`config.mk`:
```
export PLATFORM = sky130hd
export DESIGN_NAME = battery_monitor_link
export DESIGN_NICKNAME = d
export VERILOG_FILES = /design/src/core/bmon_pkg.sv /design/src/core/battery_monitor_link.sv /design/src/core/ref_tick_gen.sv /design/src/core/byte_fifo.sv
export SDC_FILE = /design/constraint.sdc
export NUM_CORES = 1
export LEC_CHECK = 0
export ABC_AREA = 1
export BUFFER_PORTS_ARGS = -buffer_cell sky130_fd_sc_hd__buf_2
export CAP_MARGIN = 20
export CORE_MARGIN = 2
export CORE_UTILIZATION = 35
export CTS_CLUSTER_DIAMETER = 80
export CTS_CLUSTER_SIZE = 14
export DETAILED_ROUTE_END_ITERATION = 6
export PLACE_DENSITY = 0.57
export SYNTH_ARGS = -nofsm -noshare
export SYNTH_HDL_FRONTEND = slang
export SYNTH_SLANG_ARGS = --single-unit
export TNS_END_PERCENT = 20
```
`constraint.sdc`:
```
create_clock -name sys_clk -period 23.7 [get_ports sys_clk]
set_input_delay 1.185 -clock sys_clk [delete_from_list [all_inputs] [get_ports sys_clk]]
set_output_delay 1.185 -clock sys_clk [all_outputs]
set_load 0.02 [all_outputs]
```
`src/core/bmon_pkg.sv`:
```
package bmon_pkg;
  // Register offsets; each end-of-interrupt shares the address of its raw status.
  localparam logic [7:0] OFS_WIRE_DATA = 8'h00;
  localparam logic [7:0] OFS_WIRE_CTRL = 8'h04;
  localparam logic [7:0] OFS_WIRE_STAT = 8'h08;
  localparam logic [7:0] OFS_WIRE_RAW = 8'h0C;
  localparam logic [7:0] OFS_WIRE_MASKED = 8'h10;
  localparam logic [7:0] OFS_WIRE_IEN = 8'h14;
  localparam logic [7:0] OFS_WIRE_BIT = 8'h18;
  localparam logic [7:0] OFS_WIRE_BRK = 8'h1C;
  localparam logic [7:0] OFS_BB_DATA = 8'h40;
  localparam logic [7:0] OFS_BB_CTRL = 8'h44;
  localparam logic [7:0] OFS_BB_COUNT = 8'h48;
  localparam logic [7:0] OFS_BB_STAT = 8'h4C;
  localparam logic [7:0] OFS_BB_RAW = 8'h50;
  localparam logic [7:0] OFS_BB_MASKED = 8'h54;
  localparam logic [7:0] OFS_BB_IEN = 8'h58;

  // Wire control fields.
  localparam int POS_ENABLE = 0;
  localparam int POS_BREAK = 1;
  localparam int POS_FLIP = 2;
  localparam int POS_WLEN = 3;
  localparam int POS_RLEN = 9;
  localparam int POS_ABORT = 15;
  localparam int POS_POL = 16;
  localparam logic [31:0] WIRE_CTRL_RST = 32'h0000_0070;
  localparam logic [31:0] WIRE_CTRL_BITS = 32'h0001_FFFF;

  // Wire interrupt bits.
  localparam int WIRQ_WORD_OUT = 0;
  localparam int WIRQ_WORD_IN = 1;
  localparam int WIRQ_BREAK = 2;

  // Battery bus interrupt bits.
  localparam int BIRQ_CLK_LOW = 0;
  localparam int BIRQ_TARGET = 1;
  localparam int BIRQ_ARB = 2;
  localparam int BIRQ_ACK = 3;
  localparam int BIRQ_INIT = 4;
  localparam int BIRQ_RX_TO = 5;
  localparam int BIRQ_RX_LVL = 6;
  localparam int BIRQ_TX_LVL = 7;
  localparam logic [4:0] BIRQ_EOI_BITS = 5'h1F;

  // Battery bus control fields.
  localparam int BB_POS_FIFO_EN = 0;
  localparam int BB_POS_TIMEOUT = 8;

  // Timing.
  localparam int SYS_HZ = 20000000;
  localparam int REF_HZ = 7372800;
  localparam int CLK_LOW_MS = 25;
  localparam int CLK_LOW_CYCLES = (SYS_HZ / 1000) * CLK_LOW_MS;

  typedef struct packed {
    logic [7:0] addr;
    logic [31:0] wdata;
    logic wr;
    logic rd;
  } reg_req_type;

  typedef struct packed {
    logic col;
    logic tef;
    logic rxb;
    logic brf;
    logic brs;
    logic bks;
    logic rxf;
    logic txf;
    logic pbs;
    logic dbs;
    logic sbs;
    logic txb;
  } wire_status_type;

  typedef enum logic [2:0] {W_IDLE, W_START, W_DATA, W_STOP, W_BREAK, W_RECOVER} wire_phase_type;

  typedef struct packed {
    logic [2:0] line_sync;
    logic [1:0] clk_sync;
    logic [31:0] wdata;
    logic [31:0] wctrl;
    logic [31:0] wbit;
    logic [31:0] wbrk;
    logic [31:0] shift;
    logic [2:0] wraw;
    logic [2:0] wien;
    logic col;
    logic tef;
    logic brf;
    logic rxf;
    logic txf;
    logic rx_mode;
    wire_phase_type phase;
    logic [5:0] bitcnt;
    logic [15:0] partcnt;
    logic out_lvl;
    logic out_en;
    logic [31:0] bctrl;
    logic [31:0] bcount;
    logic [5:0] braw;
    logic [7:0] bien;
    logic to_run;
    logic [15:0] to_cnt;
    logic [19:0] low_cnt;
    logic [31:0] rdata;
  } core_state_type;
endpackage

```
`src/core/battery_monitor_link.sv`:
```
`timescale 1ns/1ps
module battery_monitor_link #(
  parameter int CLK_LOW_CYCLES = bmon_pkg::CLK_LOW_CYCLES,
  parameter int FIFO_DEPTH = 16
) (
  // Clock and reset
  input wire logic sys_clk,
  input wire logic rst_n,
  // Register port
  input bmon_pkg::reg_req_type reg_req,
  output logic [31:0] reg_rdata,
  // Single wire pin
  input wire logic wire_in,
  output logic wire_out,
  output logic wire_oe,
  // Battery bus engine
  input wire logic bus_clk_in,
  input wire logic target_done_pulse,
  input wire logic arb_loss_pulse,
  input wire logic missing_ack_pulse,
  input wire logic stop_sent_pulse,
  input wire logic rx_valid,
  input wire logic [7:0] rx_byte,
  output logic rx_ready,
  output logic tx_valid,
  output logic [7:0] tx_byte,
  input wire logic tx_ready,
  // Interrupt
  output logic combined_irq_out
);
  localparam int CW = $clog2(FIFO_DEPTH) + 1;
  if (CLK_LOW_CYCLES < 2 || CLK_LOW_CYCLES >= (1 << 20)) begin : g_bad
    $error("battery_monitor_link: clock low count must fit 20 bits");
  end

  function automatic logic at(input bmon_pkg::reg_req_type r, input logic [7:0] ofs);
    return r.addr == ofs;
  endfunction

  logic rst_meta_q;
  logic rst_core_n;
  always_ff @(posedge sys_clk or negedge rst_n) begin
    if (!rst_n) begin
      rst_meta_q <= 1'b0;
      rst_core_n <= 1'b0;
    end else begin
      rst_meta_q <= 1'b1;
      rst_core_n <= rst_meta_q;
    end
  end

  bmon_pkg::core_state_type s;
  bmon_pkg::core_state_type d;
  logic tick;
  logic rx_full;
  logic rx_empty;
  logic [7:0] rx_head;
  logic [CW-1:0] rx_count;
  logic tx_full;
  logic tx_empty;
  logic [CW-1:0] tx_count;
  logic fifo_single;
  logic rx_pop;
  logic tx_push;
  logic receive_level_irq;
  logic transmit_level_irq;
  logic [7:0] braw_full;
  logic [7:0] bmasked;
  logic [2:0] wmasked;

  ref_tick_gen u_tick (
    .sys_clk(sys_clk),
    .rst_n(rst_core_n),
    .tick(tick)
  );

  assign fifo_single = !s.bctrl[bmon_pkg::BB_POS_FIFO_EN];
  assign rx_pop = reg_req.rd && at(reg_req, bmon_pkg::OFS_BB_DATA);
  assign tx_push = reg_req.wr && at(reg_req, bmon_pkg::OFS_BB_DATA);
  assign rx_ready = !rx_full;
  assign tx_valid = !tx_empty;

  byte_fifo #(.WIDTH(8), .DEPTH(FIFO_DEPTH)) u_rx_fifo (
    .sys_clk(sys_clk),
    .rst_n(rst_core_n),
    .flush(missing_ack_pulse),
    .single(fifo_single),
    .push(rx_valid),
    .push_data(rx_byte),
    .full(rx_full),
    .pop(rx_pop),
    .head(rx_head),
    .empty(rx_empty),
    .count(rx_count)
  );

  byte_fifo #(.WIDTH(8), .DEPTH(FIFO_DEPTH)) u_tx_fifo (
    .sys_clk(sys_clk),
    .rst_n(rst_core_n),
    .flush(missing_ack_pulse),
    .single(fifo_single),
    .push(tx_push),
    .push_data(reg_req.wdata[7:0]),
    .full(tx_full),
    .pop(tx_ready),
    .head(tx_byte),
    .empty(tx_empty),
    .count(tx_count)
  );

  assign receive_level_irq = fifo_single ? !rx_empty : rx_count >= CW'(FIFO_DEPTH / 2);
  assign transmit_level_irq = fifo_single ? tx_empty : tx_count <= CW'(FIFO_DEPTH / 2);
  assign braw_full = {transmit_level_irq, receive_level_irq, s.braw};
  assign bmasked = braw_full & s.bien;
  assign wmasked = s.wraw & s.wien;
  // The combined line is a level built from registered state only.
  assign combined_irq_out = |bmasked;
  assign reg_rdata = s.rdata;
  assign wire_out = s.out_lvl;
  assign wire_oe = s.out_en;

  always_comb begin
    logic pol;
    logic en;
    logic busy;
    logic line;
    logic start_edge;
    logic part_done;
    logic [15:0] limit;
    logic [5:0] len;
    logic [31:0] w;
    d = s;
    pol = s.wctrl[bmon_pkg::POS_POL];
    en = s.wctrl[bmon_pkg::POS_ENABLE];
    busy = s.phase != bmon_pkg::W_IDLE;
    line = s.line_sync[1];
    w = reg_req.wdata;
    len = s.rx_mode ? s.wctrl[bmon_pkg::POS_RLEN +: 6] : s.wctrl[bmon_pkg::POS_WLEN +: 6];
    // Start edge is falling at normal polarity and rising when flipped.
    start_edge = (s.line_sync[2] != pol) && (line == pol);
    d.line_sync = {s.line_sync[1:0], wire_in};
    d.clk_sync = {s.clk_sync[0], bus_clk_in};
    d.rdata = 32'h0000_0000;
    if (s.phase == bmon_pkg::W_BREAK) begin
      limit = s.wbrk[15:0];
    end else if (s.phase == bmon_pkg::W_RECOVER) begin
      limit = s.wbrk[31:16];
    end else begin
      limit = s.wbit[15:0];
    end
    part_done = tick && s.partcnt == limit;
    if (tick) begin
      d.partcnt = part_done ? 16'h0000 : s.partcnt + 16'h0001;
    end

    // Register writes and clears come first so that hardware sets below win.
    if (reg_req.wr) begin
      case (reg_req.addr)
        bmon_pkg::OFS_WIRE_DATA: begin
          if (busy) begin
            d.tef = 1'b1;
          end else begin
            d.wdata = w;
            if (en) begin
              d.shift = s.wctrl[bmon_pkg::POS_FLIP] ? ~w : w;
              d.phase = bmon_pkg::W_START;
              d.rx_mode = 1'b0;
              d.bitcnt = 6'h00;
              d.partcnt = 16'h0000;
              d.col = 1'b0;
            end
          end
        end
        bmon_pkg::OFS_WIRE_CTRL: d.wctrl = w & bmon_pkg::WIRE_CTRL_BITS;
        bmon_pkg::OFS_WIRE_RAW: begin
          d.wraw[bmon_pkg::WIRQ_BREAK] = s.wraw[bmon_pkg::WIRQ_BREAK] & ~w[bmon_pkg::WIRQ_BREAK];
          d.wraw[bmon_pkg::WIRQ_WORD_OUT] = s.wraw[bmon_pkg::WIRQ_WORD_OUT] & ~w[bmon_pkg::WIRQ_WORD_OUT];
          d.txf = s.txf & ~w[bmon_pkg::WIRQ_WORD_OUT];
        end
        bmon_pkg::OFS_WIRE_IEN: d.wien = w[2:0];
        bmon_pkg::OFS_WIRE_BIT: d.wbit = {16'h0000, w[15:0]};
        bmon_pkg::OFS_WIRE_BRK: d.wbrk = w;
        bmon_pkg::OFS_BB_CTRL: d.bctrl = w;
        bmon_pkg::OFS_BB_COUNT: d.bcount = w;
        bmon_pkg::OFS_BB_RAW: d.braw[4:0] = s.braw[4:0] & ~(w[4:0] & bmon_pkg::BIRQ_EOI_BITS);
        bmon_pkg::OFS_BB_IEN: d.bien = w[7:0];
        default: ;
      endcase
    end
    if (reg_req.rd && at(reg_req, bmon_pkg::OFS_WIRE_DATA)) begin
      d.wraw[bmon_pkg::WIRQ_WORD_IN] = 1'b0;
      d.rxf = 1'b0;
    end

    // Wire sequencer.
    case (s.phase)
      bmon_pkg::W_IDLE: begin
        if (en && s.wctrl[bmon_pkg::POS_BREAK]) begin
          d.phase = bmon_pkg::W_BREAK;
          d.wctrl[bmon_pkg::POS_BREAK] = 1'b0;
          d.partcnt = 16'h0000;
          d.tef = 1'b0;
          d.col = 1'b0;
          d.brf = 1'b0;
        end else if (en && start_edge) begin
          d.phase = bmon_pkg::W_START;
          d.rx_mode = 1'b1;
          d.bitcnt = 6'h00;
          d.shift = 32'h0000_0000;
          d.partcnt = 16'h0000;
          d.col = 1'b0;
        end
      end
      bmon_pkg::W_START: begin
        if (part_done) begin
          d.phase = bmon_pkg::W_DATA;
        end
      end
      bmon_pkg::W_DATA: begin
        // The far end's bit is sampled in the middle of the data part.
        if (s.rx_mode && tick && s.partcnt == (s.wbit[15:0] >> 1)) begin
          d.shift[s.bitcnt[4:0]] = line ^ pol;
        end
        if (part_done) begin
          d.phase = bmon_pkg::W_STOP;
        end
      end
      bmon_pkg::W_STOP: begin
        if (!s.rx_mode && start_edge) begin
          d.col = 1'b1;
        end
        if (part_done) begin
          if ({1'b0, s.bitcnt} + 7'h01 >= {1'b0, len} || s.bitcnt == 6'h1F) begin
            d.phase = bmon_pkg::W_IDLE;
            if (s.rx_mode) begin
              d.wdata = s.wctrl[bmon_pkg::POS_FLIP] ? s.shift ^ lowmask(len) : s.shift;
              d.wraw[bmon_pkg::WIRQ_WORD_IN] = 1'b1;
              d.rxf = 1'b1;
            end else begin
              d.wraw[bmon_pkg::WIRQ_WORD_OUT] = 1'b1;
              d.txf = 1'b1;
            end
          end else begin
            d.bitcnt = s.bitcnt + 6'h01;
            d.phase = bmon_pkg::W_START;
            if (!s.rx_mode) begin
              d.shift = s.shift >> 1;
            end
          end
        end
      end
      bmon_pkg::W_BREAK: begin
        if (part_done) begin
          d.phase = bmon_pkg::W_RECOVER;
        end
      end
      bmon_pkg::W_RECOVER: begin
        if (part_done) begin
          d.phase = bmon_pkg::W_IDLE;
          d.wraw[bmon_pkg::WIRQ_BREAK] = 1'b1;
          d.brf = 1'b1;
        end
      end
      default: d.phase = bmon_pkg::W_IDLE;
    endcase

    // Abort and disable force the phase to idle, including a start this cycle.
    if (s.wctrl[bmon_pkg::POS_ABORT] || !en) begin
      d.phase = bmon_pkg::W_IDLE;
      d.wctrl[bmon_pkg::POS_ABORT] = 1'b0;
    end
    d.out_en = d.phase != bmon_pkg::W_IDLE && !d.rx_mode;
    case (d.phase)
      bmon_pkg::W_START: d.out_lvl = pol;
      bmon_pkg::W_BREAK: d.out_lvl = pol;
      bmon_pkg::W_DATA: d.out_lvl = d.shift[0] ^ pol;
      default: d.out_lvl = ~pol;
    endcase

    // Battery bus receive timeout.
    if (rx_pop) begin
      d.braw[bmon_pkg::BIRQ_RX_TO] = 1'b0;
      d.to_run = 1'b0;
    end
    if (s.to_run) begin
      if (s.to_cnt == s.bctrl[bmon_pkg::BB_POS_TIMEOUT +: 16]) begin
        d.braw[bmon_pkg::BIRQ_RX_TO] = 1'b1;
        d.to_run = 1'b0;
      end else begin
        d.to_cnt = s.to_cnt + 16'h0001;
      end
    end
    if (rx_valid && !rx_full) begin
      d.to_run = 1'b1;
      d.to_cnt = 16'h0000;
    end

    // Clock low watchdog on the synchronised bus clock.
    if (!s.clk_sync[1]) begin
      if (s.low_cnt != 20'(CLK_LOW_CYCLES)) begin
        d.low_cnt = s.low_cnt + 20'h00001;
      end
      if (s.low_cnt == 20'(CLK_LOW_CYCLES - 1)) begin
        d.braw[bmon_pkg::BIRQ_CLK_LOW] = 1'b1;
      end
    end else begin
      d.low_cnt = 20'h00000;
    end
    if (target_done_pulse) d.braw[bmon_pkg::BIRQ_TARGET] = 1'b1;
    if (arb_loss_pulse) d.braw[bmon_pkg::BIRQ_ARB] = 1'b1;
    if (missing_ack_pulse) d.braw[bmon_pkg::BIRQ_ACK] = 1'b1;
    if (stop_sent_pulse) d.braw[bmon_pkg::BIRQ_INIT] = 1'b1;

    if (reg_req.rd) begin
      case (reg_req.addr)
        bmon_pkg::OFS_WIRE_DATA: d.rdata = s.wdata;
        bmon_pkg::OFS_WIRE_CTRL: d.rdata = s.wctrl;
        bmon_pkg::OFS_WIRE_STAT: d.rdata = {20'h00000, wire_status(s)};
        bmon_pkg::OFS_WIRE_RAW: d.rdata = {29'h0, s.wraw};
        bmon_pkg::OFS_WIRE_MASKED: d.rdata = {29'h0, wmasked};
        bmon_pkg::OFS_WIRE_IEN: d.rdata = {29'h0, s.wien};
        bmon_pkg::OFS_WIRE_BIT: d.rdata = s.wbit;
        bmon_pkg::OFS_WIRE_BRK: d.rdata = s.wbrk;
        bmon_pkg::OFS_BB_DATA: d.rdata = {24'h000000, rx_head};
        bmon_pkg::OFS_BB_CTRL: d.rdata = s.bctrl;
        bmon_pkg::OFS_BB_COUNT: d.rdata = s.bcount;
        bmon_pkg::OFS_BB_STAT: d.rdata = {16'h0000, 8'(tx_count), 8'(rx_count)};
        bmon_pkg::OFS_BB_RAW: d.rdata = {24'h000000, braw_full};
        bmon_pkg::OFS_BB_MASKED: d.rdata = {24'h000000, bmasked};
        bmon_pkg::OFS_BB_IEN: d.rdata = {24'h000000, s.bien};
        default: d.rdata = 32'h0000_0000;
      endcase
    end
  end

  function automatic logic [31:0] lowmask(input logic [5:0] n);
    return (n >= 6'h20) ? 32'hFFFF_FFFF : (32'h0000_0001 << n) - 32'h0000_0001;
  endfunction

  function automatic bmon_pkg::wire_status_type wire_status(input bmon_pkg::core_state_type c);
    bmon_pkg::wire_status_type r;
    r.col = c.col;
    r.tef = c.tef;
    r.rxb = c.rx_mode && c.phase != bmon_pkg::W_IDLE;
    r.brf = c.brf;
    r.brs = c.phase == bmon_pkg::W_RECOVER;
    r.bks = c.phase == bmon_pkg::W_BREAK;
    r.rxf = c.rxf;
    r.txf = c.txf;
    r.pbs = c.phase == bmon_pkg::W_STOP;
    r.dbs = c.phase == bmon_pkg::W_DATA;
    r.sbs = c.phase == bmon_pkg::W_START;
    r.txb = !c.rx_mode && (r.pbs || r.dbs || r.sbs);
    return r;
  endfunction

  always_ff @(posedge sys_clk or negedge rst_core_n) begin
    if (!rst_core_n) begin
      s <= '0;
      s.wctrl <= bmon_pkg::WIRE_CTRL_RST;
      s.line_sync <= 3'h7;
      s.clk_sync <= 2'h3;
      s.out_lvl <= 1'b1;
    end else begin
      s <= d;
    end
  end
endmodule

```
`src/core/ref_tick_gen.sv`:
```
`timescale 1ns/1ps
// Fractional divider: average tick rate equals the reference rate, jitter one cycle.
module ref_tick_gen #(
  parameter int SYS_HZ = bmon_pkg::SYS_HZ,
  parameter int REF_HZ = bmon_pkg::REF_HZ
) (
  // Clock and reset
  input wire logic sys_clk,
  input wire logic rst_n,
  // Tick
  output logic tick
);
  if (REF_HZ <= 0 || REF_HZ >= SYS_HZ) begin : g_bad
    $error("ref_tick_gen: reference rate must lie below the system rate");
  end
  logic [31:0] acc_q;
  logic [31:0] sum;
  assign sum = acc_q + 32'(REF_HZ);
  assign tick = sum >= 32'(SYS_HZ);
  always_ff @(posedge sys_clk or negedge rst_n) begin
    if (!rst_n) begin
      acc_q <= 32'h0000_0000;
    end else begin
      acc_q <= tick ? sum - 32'(SYS_HZ) : sum;
    end
  end
endmodule

```
`src/core/byte_fifo.sv`:
```
`timescale 1ns/1ps
// Head word is registered so that a read strobe sees settled data.
module byte_fifo #(
  parameter int WIDTH = 8,
  parameter int DEPTH = 16
) (
  // Clock and reset
  input wire logic sys_clk,
  input wire logic rst_n,
  // Control
  input wire logic flush,
  input wire logic single,
  // Fill side
  input wire logic push,
  input wire logic [WIDTH-1:0] push_data,
  output logic full,
  // Drain side
  input wire logic pop,
  output logic [WIDTH-1:0] head,
  output logic empty,
  output logic [$clog2(DEPTH):0] count
);
  localparam int AW = $clog2(DEPTH);
  if (DEPTH < 2 || (1 << AW) != DEPTH) begin : g_bad
    $error("byte_fifo: depth must be a power of two of at least 2");
  end
  logic [WIDTH-1:0] mem [DEPTH];
  logic [AW-1:0] wp_q;
  logic [AW-1:0] rp_q;
  logic [AW:0] cnt_q;
  logic [WIDTH-1:0] head_q;
  logic do_push;
  logic do_pop;
  assign empty = cnt_q == '0;
  // A disabled FIFO behaves as one location.
  assign full = single ? !empty : cnt_q == (AW + 1)'(DEPTH);
  assign do_push = push && !full;
  assign do_pop = pop && !empty;
  assign head = head_q;
  assign count = cnt_q;
  always_ff @(posedge sys_clk) begin
    if (do_push) begin
      mem[wp_q] <= push_data;
    end
  end
  always_ff @(posedge sys_clk or negedge rst_n) begin
    if (!rst_n) begin
      wp_q <= '0;
      rp_q <= '0;
      cnt_q <= '0;
      head_q <= '0;
    end else if (flush) begin
      wp_q <= '0;
      rp_q <= '0;
      cnt_q <= '0;
    end else begin
      wp_q <= do_push ? wp_q + 1'b1 : wp_q;
      rp_q <= do_pop ? rp_q + 1'b1 : rp_q;
      cnt_q <= cnt_q + (AW + 1)'(do_push) - (AW + 1)'(do_pop);
      if (do_push && (empty || (cnt_q == (AW + 1)'(1) && do_pop))) begin
        head_q <= push_data;
      end else if (do_pop) begin
        head_q <= mem[rp_q + 1'b1];
      end else begin
        head_q <= mem[rp_q];
      end
    end
  end
endmodule

```
==> key figures, run 1 <==
Logic synthesis
  – Dominant combinational cell family by area after synthesis: compound AO/OA/AOI/OAI gates
  – Portion of netlist area occupied by mux cells: 0.0283%
  – Cell type with the largest total area after synthesis: dfrtp_1
  – Netlist area before placement: 0.0354 mm^2
  – Ranking of synthesized cells by area: dfrtp_1 27%, edfxtp_1 22%, o21ai_0 8.7%
  – Area share of and/or/nand/nor cells after synthesis: 18.3%
  – Synthesized netlist cell count: 4216
  – Syn_nets: 4324
  – Seq/Total Area, Yosys: 49.2%
  – Synth top area share: 26.8%
  – Count of different cell masters after synthesis: 67
  – Adder-cell share of the synthesized area: 1.74%
  – Average size of a mapped cell: 8.39 um^2
  – EDFF count, synth: 256
  – Share of the synthesized area in compound gates (AO/OA/AOI/OAI): 20.2%
  – Most used flip-flop cell after synthesis: dfrtp_1
  – Number of synthesized register bits: 644
  – Parity-gate share of the synthesized area counting xor and xnor cells: 2.45%
  – Number of warnings reported in the yosys synthesis log: 0
  – FFs w/ async S/R, synth: 60.2%

Power and ir drop
  – Static leakage power: 15.8 nW
  – Clk pwr share: 27.9%
  – Relative contribution of combinational cells to total power: 29.0%
  – PnR Total Power: 3.13 mW
  – Net Sw Frac: 37.4%
  – Power density over the cells: 81.4 mW/mm^2
  – Internal: 1.96 mW
  – Peak supply drop: 0.0573 mV
  – Flop pwr share: 43.1%
  – Psw: 1.17 mW

Status
  – Outcome: finished, final reports clean

Route
  – Met2 wire len: 53400 um
  – DRC violations left: 0
  – WL met1: 50800 um
  – Number of design-rule violations left by the first detailed-router iteration: 3181
  – Total detailed-routing wirelength: 117000 um
  – Antenna Violating Nets Remaining: 0
  – Vias/cell: 5.54
  – Vias post-DR: 30600
  – DR WL/cell: 21.1 um
  – Wire length on met3: 7650 um
  – Detailed-router iteration count before antenna repair: 5
  – Top Layer Used: met5

Clock tree
  – Clock sink count: 644
  – Longest Clk Path Bufs: 3
  – TritonCTS clock tree: yes
  – Clk pin slew, worst setup/hold paths: 0.07 ns
  – Number of cells upsized or downsized after cts: 0
  – Insertion delay of the later-clocked pin in the worst-skew pair: 0.63 ns
  – Buffer cell driving the clock tree root: clkbuf_16
  – Num CTS Buffers: 54
  – Number of buffers inserted to repair setup after CTS: 0
  – H-tree depth reported by CTS: 2
  – CTS Hold Buffers Added: 0

Floorplanning
  – # rows: 116
  – Initial core utilization: 35.3%
  – Die Span X: 322 um
  – Floorplan core area: 0.100 mm^2
  – Die Span Y: 322 um
  – DIE AREA: 0.104 mm^2
  – Number of ports placed on the die boundary: 105

Timing
  – Max-Slew Margin vs Limit: 29.3%
  – Worst clock skew on the final layout: 0.0243 ns
  – TNS Setup: 0 ns
  – Transition at the pin with the smallest max-transition slack: 1.06 ns
  – Final-report setup violation count: 0
  – Period utilisation layout: 18.5%
  – Final number of hold-violating endpoints: 0
  – Crit path time final: 4.40 ns
  – Upper clock frequency limit: 227 MHz
  – Setup repair after global routing missed its margin: no
  – Slew Limit Fails: 0

Cells and area
  – Ratio of cells with drive above 1 in the final layout: 7.37%
  – Layout overhead on the synthesized area: 8.62%
  – Most common cell after layout, fill and taps aside: nand2_1
  – Leading cell types in the layout, fill and taps excluded: 692 x nand2_1, 615 x o21ai_0, 410 x inv_1
  – Number of nets in the layout: 4281

Global route
  – First-pass GRT wire length: 177000 um
  – Number of antenna violations at the first check in global routing: 6
  – Number of global-route vias before repair: 28800
  – Maximum number of pins on one net before global-route repair: 162
  – Grt ovf: 0
  – Overall track demand over capacity in global routing: 22.1%

Placement
  – HPWL after detailed placement: 80900 um
  – RePlAce Congestion: 0.944
  – # port buffers: 104

Setup path
  – Category of the critical setup timing path: in -> reg
  – Kind of end point of the critical path: register
  – WP data required: 24.25 ns
  – Sort of element at the start of the critical path: input pin
  – Critical-path maximum fanout: 15
  – Data arrival at the endpoint of the critical path: 4.94 ns

Hold path
  – Worst hold path type: in -> async

Flow run
  – Max-Cap Viols: 0
power groups by stage:
stage / sequential, mW / clock [mW] / combinational (mW)
after detailed placement: 1.37 / 0 / 0.888
after floorplan: 1.33 / 0 / 0.624
after CTS: 1.35 / 0.895 / 0.891
after global placement: 1.37 / 0 / 0.884
after global routing: 1.36 / 0.934 / 1.01
final: 1.35 / 0.872 / 0.907
state kept, by name (all words and copies together) (netlist names):
register         cells
s                  277
u_rx_fifo.mem      128
u_tx_fifo.mem      128
reg_rdata           32
u_tick.acc_q        24
u_rx_fifo.head       8
u_tx_fifo.head       8
braw_full            6
u_rx_fifo.count      5
u_tx_fifo.count      5
u_rx_fifo.rp_q       4
u_rx_fifo.wp_q       4
u_tx_fifo.rp_q       4
u_tx_fifo.wp_q       4
d                    3
rst_core_n           1
rst_meta_q           1
wire_oe              1
wire_out             1
worst max-delay path: stages:
cell     delay, ns
buf_2         0.12
nor4_1        0.29
inv_1         0.14
nor2_1        0.66
inv_1         0.13
nor2_1        0.23
inv_1         0.09
nor2_1        0.75
ha_1          0.22
inv_1         0.04
ha_1          0.20
fa_1          0.41
nand2_1       0.08
a21oi_1       0.06
nor2_1        0.12
o21ai_0       0.08
a21oi_1       0.13
metal layers:
layer  global-route usage, %  up-vias
met4                    8.77        4
met1                    30.3    14700
met2                    35.3     1139
met5                       0        -
li1                        -    14500
met3                    2.93      227
cell usage after synthesis (17+ instances only):
cell type,instances
o21ai_0,615
nand3_1,255
a21oi_1,275
a22o_1,18
xnor2_1,24
buf_4,36
o221ai_1,31
a31oi_1,33
nor2_1,351
nor4_1,21
nand4_1,62
a211oi_1,17
edfxtp_1,256
o21ai_1,24
a221oi_1,43
ha_1,46
dfrtp_1,379
o211ai_1,102
o311ai_0,22
nor3_1,50
clkbuf_1,171
o22ai_1,22
inv_1,412
xor2_1,75
nand2_1,695
path summary, 6_finish.rpt:
path,start,to,slack [ns],cells past startpoint
worst max-delay path,reg_req[41],u_rx_fifo.count[4],19.30,17
worst min register to register,d[347],s[347],0.36,0
worst max register to register,s[174],s[189],19.51,17
min in group sys_clk,d[347],s[347],0.36,0
worst min-delay path,rst_n,rst_core_n,0.35,1
max in group asynchronous,rst_core_n,s[284],20.36,3
kinds of logic (layout without fill, tap and decap cells):
logic type / after synthesis / in the layout
AOI/OAI and AO/OA: 1240 / 1240
xor gates and xnor gates: 99 / 99
adders and majority gates: 48 / 48
buffers and inverters: 691 / 693
DFF: 644 / 644
muxes: 1 / 1
other: 1 / 3
and+or+nand+nor: 1492 / 1492
metrics by stage:
step	setup slack [ns]	hold WS (ns)	instance area (um^2)	cells	util (%)
2_1_floorplan	12.10	0.331	35400	4216	-
3_3_place_gp	18.80	0.337	36700	5409	36.6
3_5_place_dp	18.70	0.347	36700	5410	36.7
4_1_cts	19.37	0.318	38300	5511	38.3
5_1_grt	18.86	0.325	38400	5516	38.4
6_report	19.30	0.347	38400	5518	38.4
layout make-up:
class / count / area (um^2)
inverters: 442 / 1670
fillers: 10300 / 61700
diodes: 2 / 5.00
clock inverters: 8 / 58.8
repair buffers: 150 / 943
multi-input cells: 2881 / 15200
flip-flops and latches: 644 / 17400
well taps: 1298 / 1620
clock buffers: 93 / 1540
Power figures use the tool's default switching activity.
==> run 2: changes to the inputs <==
--- a/config.mk
+++ b/config.mk
@@ -13,7 +13,7 @@
 export CTS_CLUSTER_DIAMETER = 80
 export CTS_CLUSTER_SIZE = 14
 export DETAILED_ROUTE_END_ITERATION = 6
-export PLACE_DENSITY = 0.57
+export PLACE_DENSITY = 0.59
 export SYNTH_ARGS = -nofsm -noshare
 export SYNTH_HDL_FRONTEND = slang
 export SYNTH_SLANG_ARGS = --single-unit
==> constraint.sdc (replaced) <==
create_clock -name sys_clk -period 4 [get_ports sys_clk]
set_input_delay 0.2 -clock sys_clk [delete_from_list [all_inputs] [get_ports sys_clk]]
set_output_delay 0.2 -clock sys_clk [all_outputs]
set_load 0.02 [all_outputs]
==> run 2 against run 1 <==
Cell area up 2.3%. Final cell count up 1.7%. First-iteration DRC count up 6.4%. Register-to-register slack worse by 19 ns. Clock-buffer cell count up 2. Via count up 2.8%. Clock power rose to 6.2 times the previous value. Clock skew up 0.017 ns. Combinational power rose to 6.0 times the previous value. Sequential cell count unchanged. Core utilization up 0.87 points. Largest power group unchanged.
==> key figures, run 2 (synthesis results as in run 1) <==
Cells and area
  – Largest reg by FF count: s (unchanged)
  – Layout overhead on the synthesized area: 11.1% (was 8.62%)
  – Most common cell after layout, fill and taps aside: nand2_1 (unchanged)
  – Number of flip-flops under the largest register name: 277 (unchanged)
  – Top flop regs: s x277, u_rx_fifo.mem x128, u_tx_fifo.mem x128 (unchanged)
  – Number of nets in the layout: 4375 (was 4281)
  – Fillers: 10200 (was 10300)
  – Post-route design area: 0.0393 mm^2 (was 0.0384 mm^2)
  – Antenna diodes: 0 (was 2)
  – Leading cell types in the layout, fill and taps excluded: 692 x nand2_1, 615 x o21ai_0, 410 x inv_1 (unchanged)
  – Ratio of cells with drive above 1 in the final layout: 8.56% (was 7.37%)

Setup path
  – Category of the critical setup timing path: reg -> reg (was in -> reg)
  – Data arrival at the endpoint of the critical path: 4.19 ns (was 4.94 ns)
  – Internal reg-to-reg setup slack: 0.31 ns (was 19.51 ns)
  – Kind of end point of the critical path: register (unchanged)
  – Worst reg2reg path depth: 17 (unchanged)
  – Sort of element at the start of the critical path: register (was input pin)
  – RR Startpoint: s[174] (unchanged)
  – Critical-path maximum fanout: 52 (was 15)
  – Crit Reg-Reg Endpoint: s[196] (was s[189])
  – WP data required: 4.50 ns (was 24.25 ns)

Global route
  – Number of global-route vias before repair: 29300 (was 28800)
  – First-pass GRT wire length: 184000 um (was 177000 um)
  – Overall track demand over capacity in global routing: 23.0% (was 22.1%)
  – Grt ovf: 0 (unchanged)
  – Maximum number of pins on one net before global-route repair: 87 (was 162)
  – Number of antenna violations at the first check in global routing: 5 (was 6)

Timing
  – Period utilisation layout: 92.3%
  – Worst clock skew on the final layout: 0.0411 ns (was 0.0243 ns)
  – Max-Slew Margin vs Limit: 30.5% (was 29.3%)
  – Final number of hold-violating endpoints: 0 (unchanged)
  – Setup repair after global routing missed its margin: no (unchanged)
  – Upper clock frequency limit: 271 MHz
  – Transition at the pin with the smallest max-transition slack: 1.04 ns (was 1.06 ns)
  – Final-report setup violation count: 0 (unchanged)
  – Slew Limit Fails: 0 (unchanged)
  – Crit path time final: 3.69 ns
  – TNS Setup: 0 ns (unchanged)

Placement
  – HPWL after detailed placement: 84900 um (was 80900 um)
  – # port buffers: 104 (unchanged)
  – RePlAce Congestion: 0.972 (was 0.944)
  – Placement-stage cell area: 0.0373 mm^2 (was 0.0367 mm^2)

Floorplanning
  – Number of ports placed on the die boundary: 105 (unchanged)
  – Initial core utilization: 35.3% (unchanged)
  – Die Span Y: 322 um (unchanged)
  – DIE AREA: 0.104 mm^2 (unchanged)
  – Die Span X: 322 um (unchanged)
  – # rows: 116 (unchanged)
  – Floorplan core area: 0.100 mm^2 (unchanged)

Hold path
  – Worst hold path type: in -> reg (was in -> async)
  – Endpoint, Worst Hold: s[132]
  – Hold Path Stages: 3
  – Launch instance of the worst min-delay path: reg_req[19]

Clock tree
  – Insertion delay of the later-clocked pin in the worst-skew pair: 0.65 ns (was 0.63 ns)
  – Clk pin slew, worst setup/hold paths: 0.07 ns (about the same)
  – TritonCTS clock tree: yes (unchanged)
  – Number of buffers inserted to repair setup after CTS: 0 (unchanged)
  – Buffer cell driving the clock tree root: clkbuf_16 (unchanged)
  – H-tree depth reported by CTS: 2 (unchanged)
  – Clock sink count: 644 (unchanged)
  – Longest Clk Path Bufs: 3 (unchanged)
  – Num CTS Buffers: 55 (was 54)

Power and ir drop
  – Peak supply drop: 0.326 mV (was 0.0573 mV)
  – Static leakage power: 16.3 nW (was 15.8 nW)
  – Power density over the cells: 479 mW/mm^2 (was 81.4 mW/mm^2)

Status
  – Outcome: finished, final reports clean (unchanged)

Route
  – DRC violations left: 0 (unchanged)
  – Vias/cell: 5.61 (was 5.54)
  – Total detailed-routing wirelength: 121000 um (was 117000 um)
  – Detailed-router iteration count before antenna repair: 5 (unchanged)
  – Number of design-rule violations left by the first detailed-router iteration: 3383 (was 3181)
  – Vias post-DR: 31400 (was 30600)
  – Antenna Violating Nets Remaining: 0 (unchanged)
  – DR WL/cell: 21.5 um (was 21.1 um)

Flow run
  – Max-Cap Viols: 0 (unchanged)
-- run 2: worst max-delay path: stages, from the launching register on --
cell,delay [ns]
dfrtp_1,0.82
nand2_1,0.14
o21ai_2,0.18
inv_2,0.12
ha_1,0.34
nand2_1,0.06
o21ai_0,0.20
nand4_1,0.12
nand3_1,0.08
nor2_1,0.06
inv_1,0.26
nor2_2,0.08
inv_2,0.21
nor2_8,0.10
inv_4,0.39
a21oi_1,0.14
o21ai_1,0.10
o211ai_1,0.13
-- run 2: cell type report --
cell class	instances	area, um^2	area share [%]
multi-input cells	2881	15200	38.6
clock buffers	95	1590	4.04
repair buffers	243	1750	4.45
flip-flops and latches	644	17400	44.3
inverters	442	1670	4.24
clock inverters	7	90.1	0.229
well taps	1298	1620	4.13
-- run 2: metal layers --
metal | part of all wire [%] | wire [um] | up-vias | GRT usage (%)
met5 | 0.011 | 13 | - | 0
li1 | - | - | 14700 | -
met4 | 2.8 | 3380 | 2 | 6.59
met1 | 44 | 53500 | 15300 | 32.8
met3 | 7.6 | 9130 | 181 | 3.31
met2 | 45 | 54800 | 1262 | 36.3
-- run 2: worst max path at each step --
stage,startpoint,end,slack [ns],cells after the start
2_1_floorplan,rst_core_n,braw_full[0],0.19,0
6_report,s[174],s[196],0.31,17
5_1_grt,s[174],s[191],0.01,17
4_1_cts,s[174],s[197],0.38,16
3_5_place_dp,s[167],s[197],0.40,17
3_3_place_gp,s[171],s[341],0.49,19
-- run 2: what timing repair did --
action / in CTS / in global routing
hold buffers: 33 / 0
resized for setup: 0 / 0
hold endpoints to repair: 110 / 0
-- run 2: per-stage QoR --
stage | instances | hold slack [ns] | setup WS (ns) | power, mW | util (%)
3_5_place_dp | 5474 | -0.0118 | 0.404 | 13.4 | 37.2
4_1_cts | 5609 | 0.00136 | 0.378 | 18.8 | 39.2
2_1_floorplan | 4216 | -0.0956 | 0.188 | 11.6 | -
3_3_place_gp | 5473 | -0.0147 | 0.493 | 13.4 | 37.2
6_report | 5610 | 0.0346 | 0.310 | 18.8 | 39.2
5_1_grt | 5610 | 0.0260 | 0.0142 | 19.8 | 39.2
-- run 2: where the power goes --
| group | switching [mW] | internal (mW) |
|---|---|---|
| logic | 3.85 | 1.62 |
| registers | 0.563 | 7.40 |
| clock network | 2.60 | 2.77 |
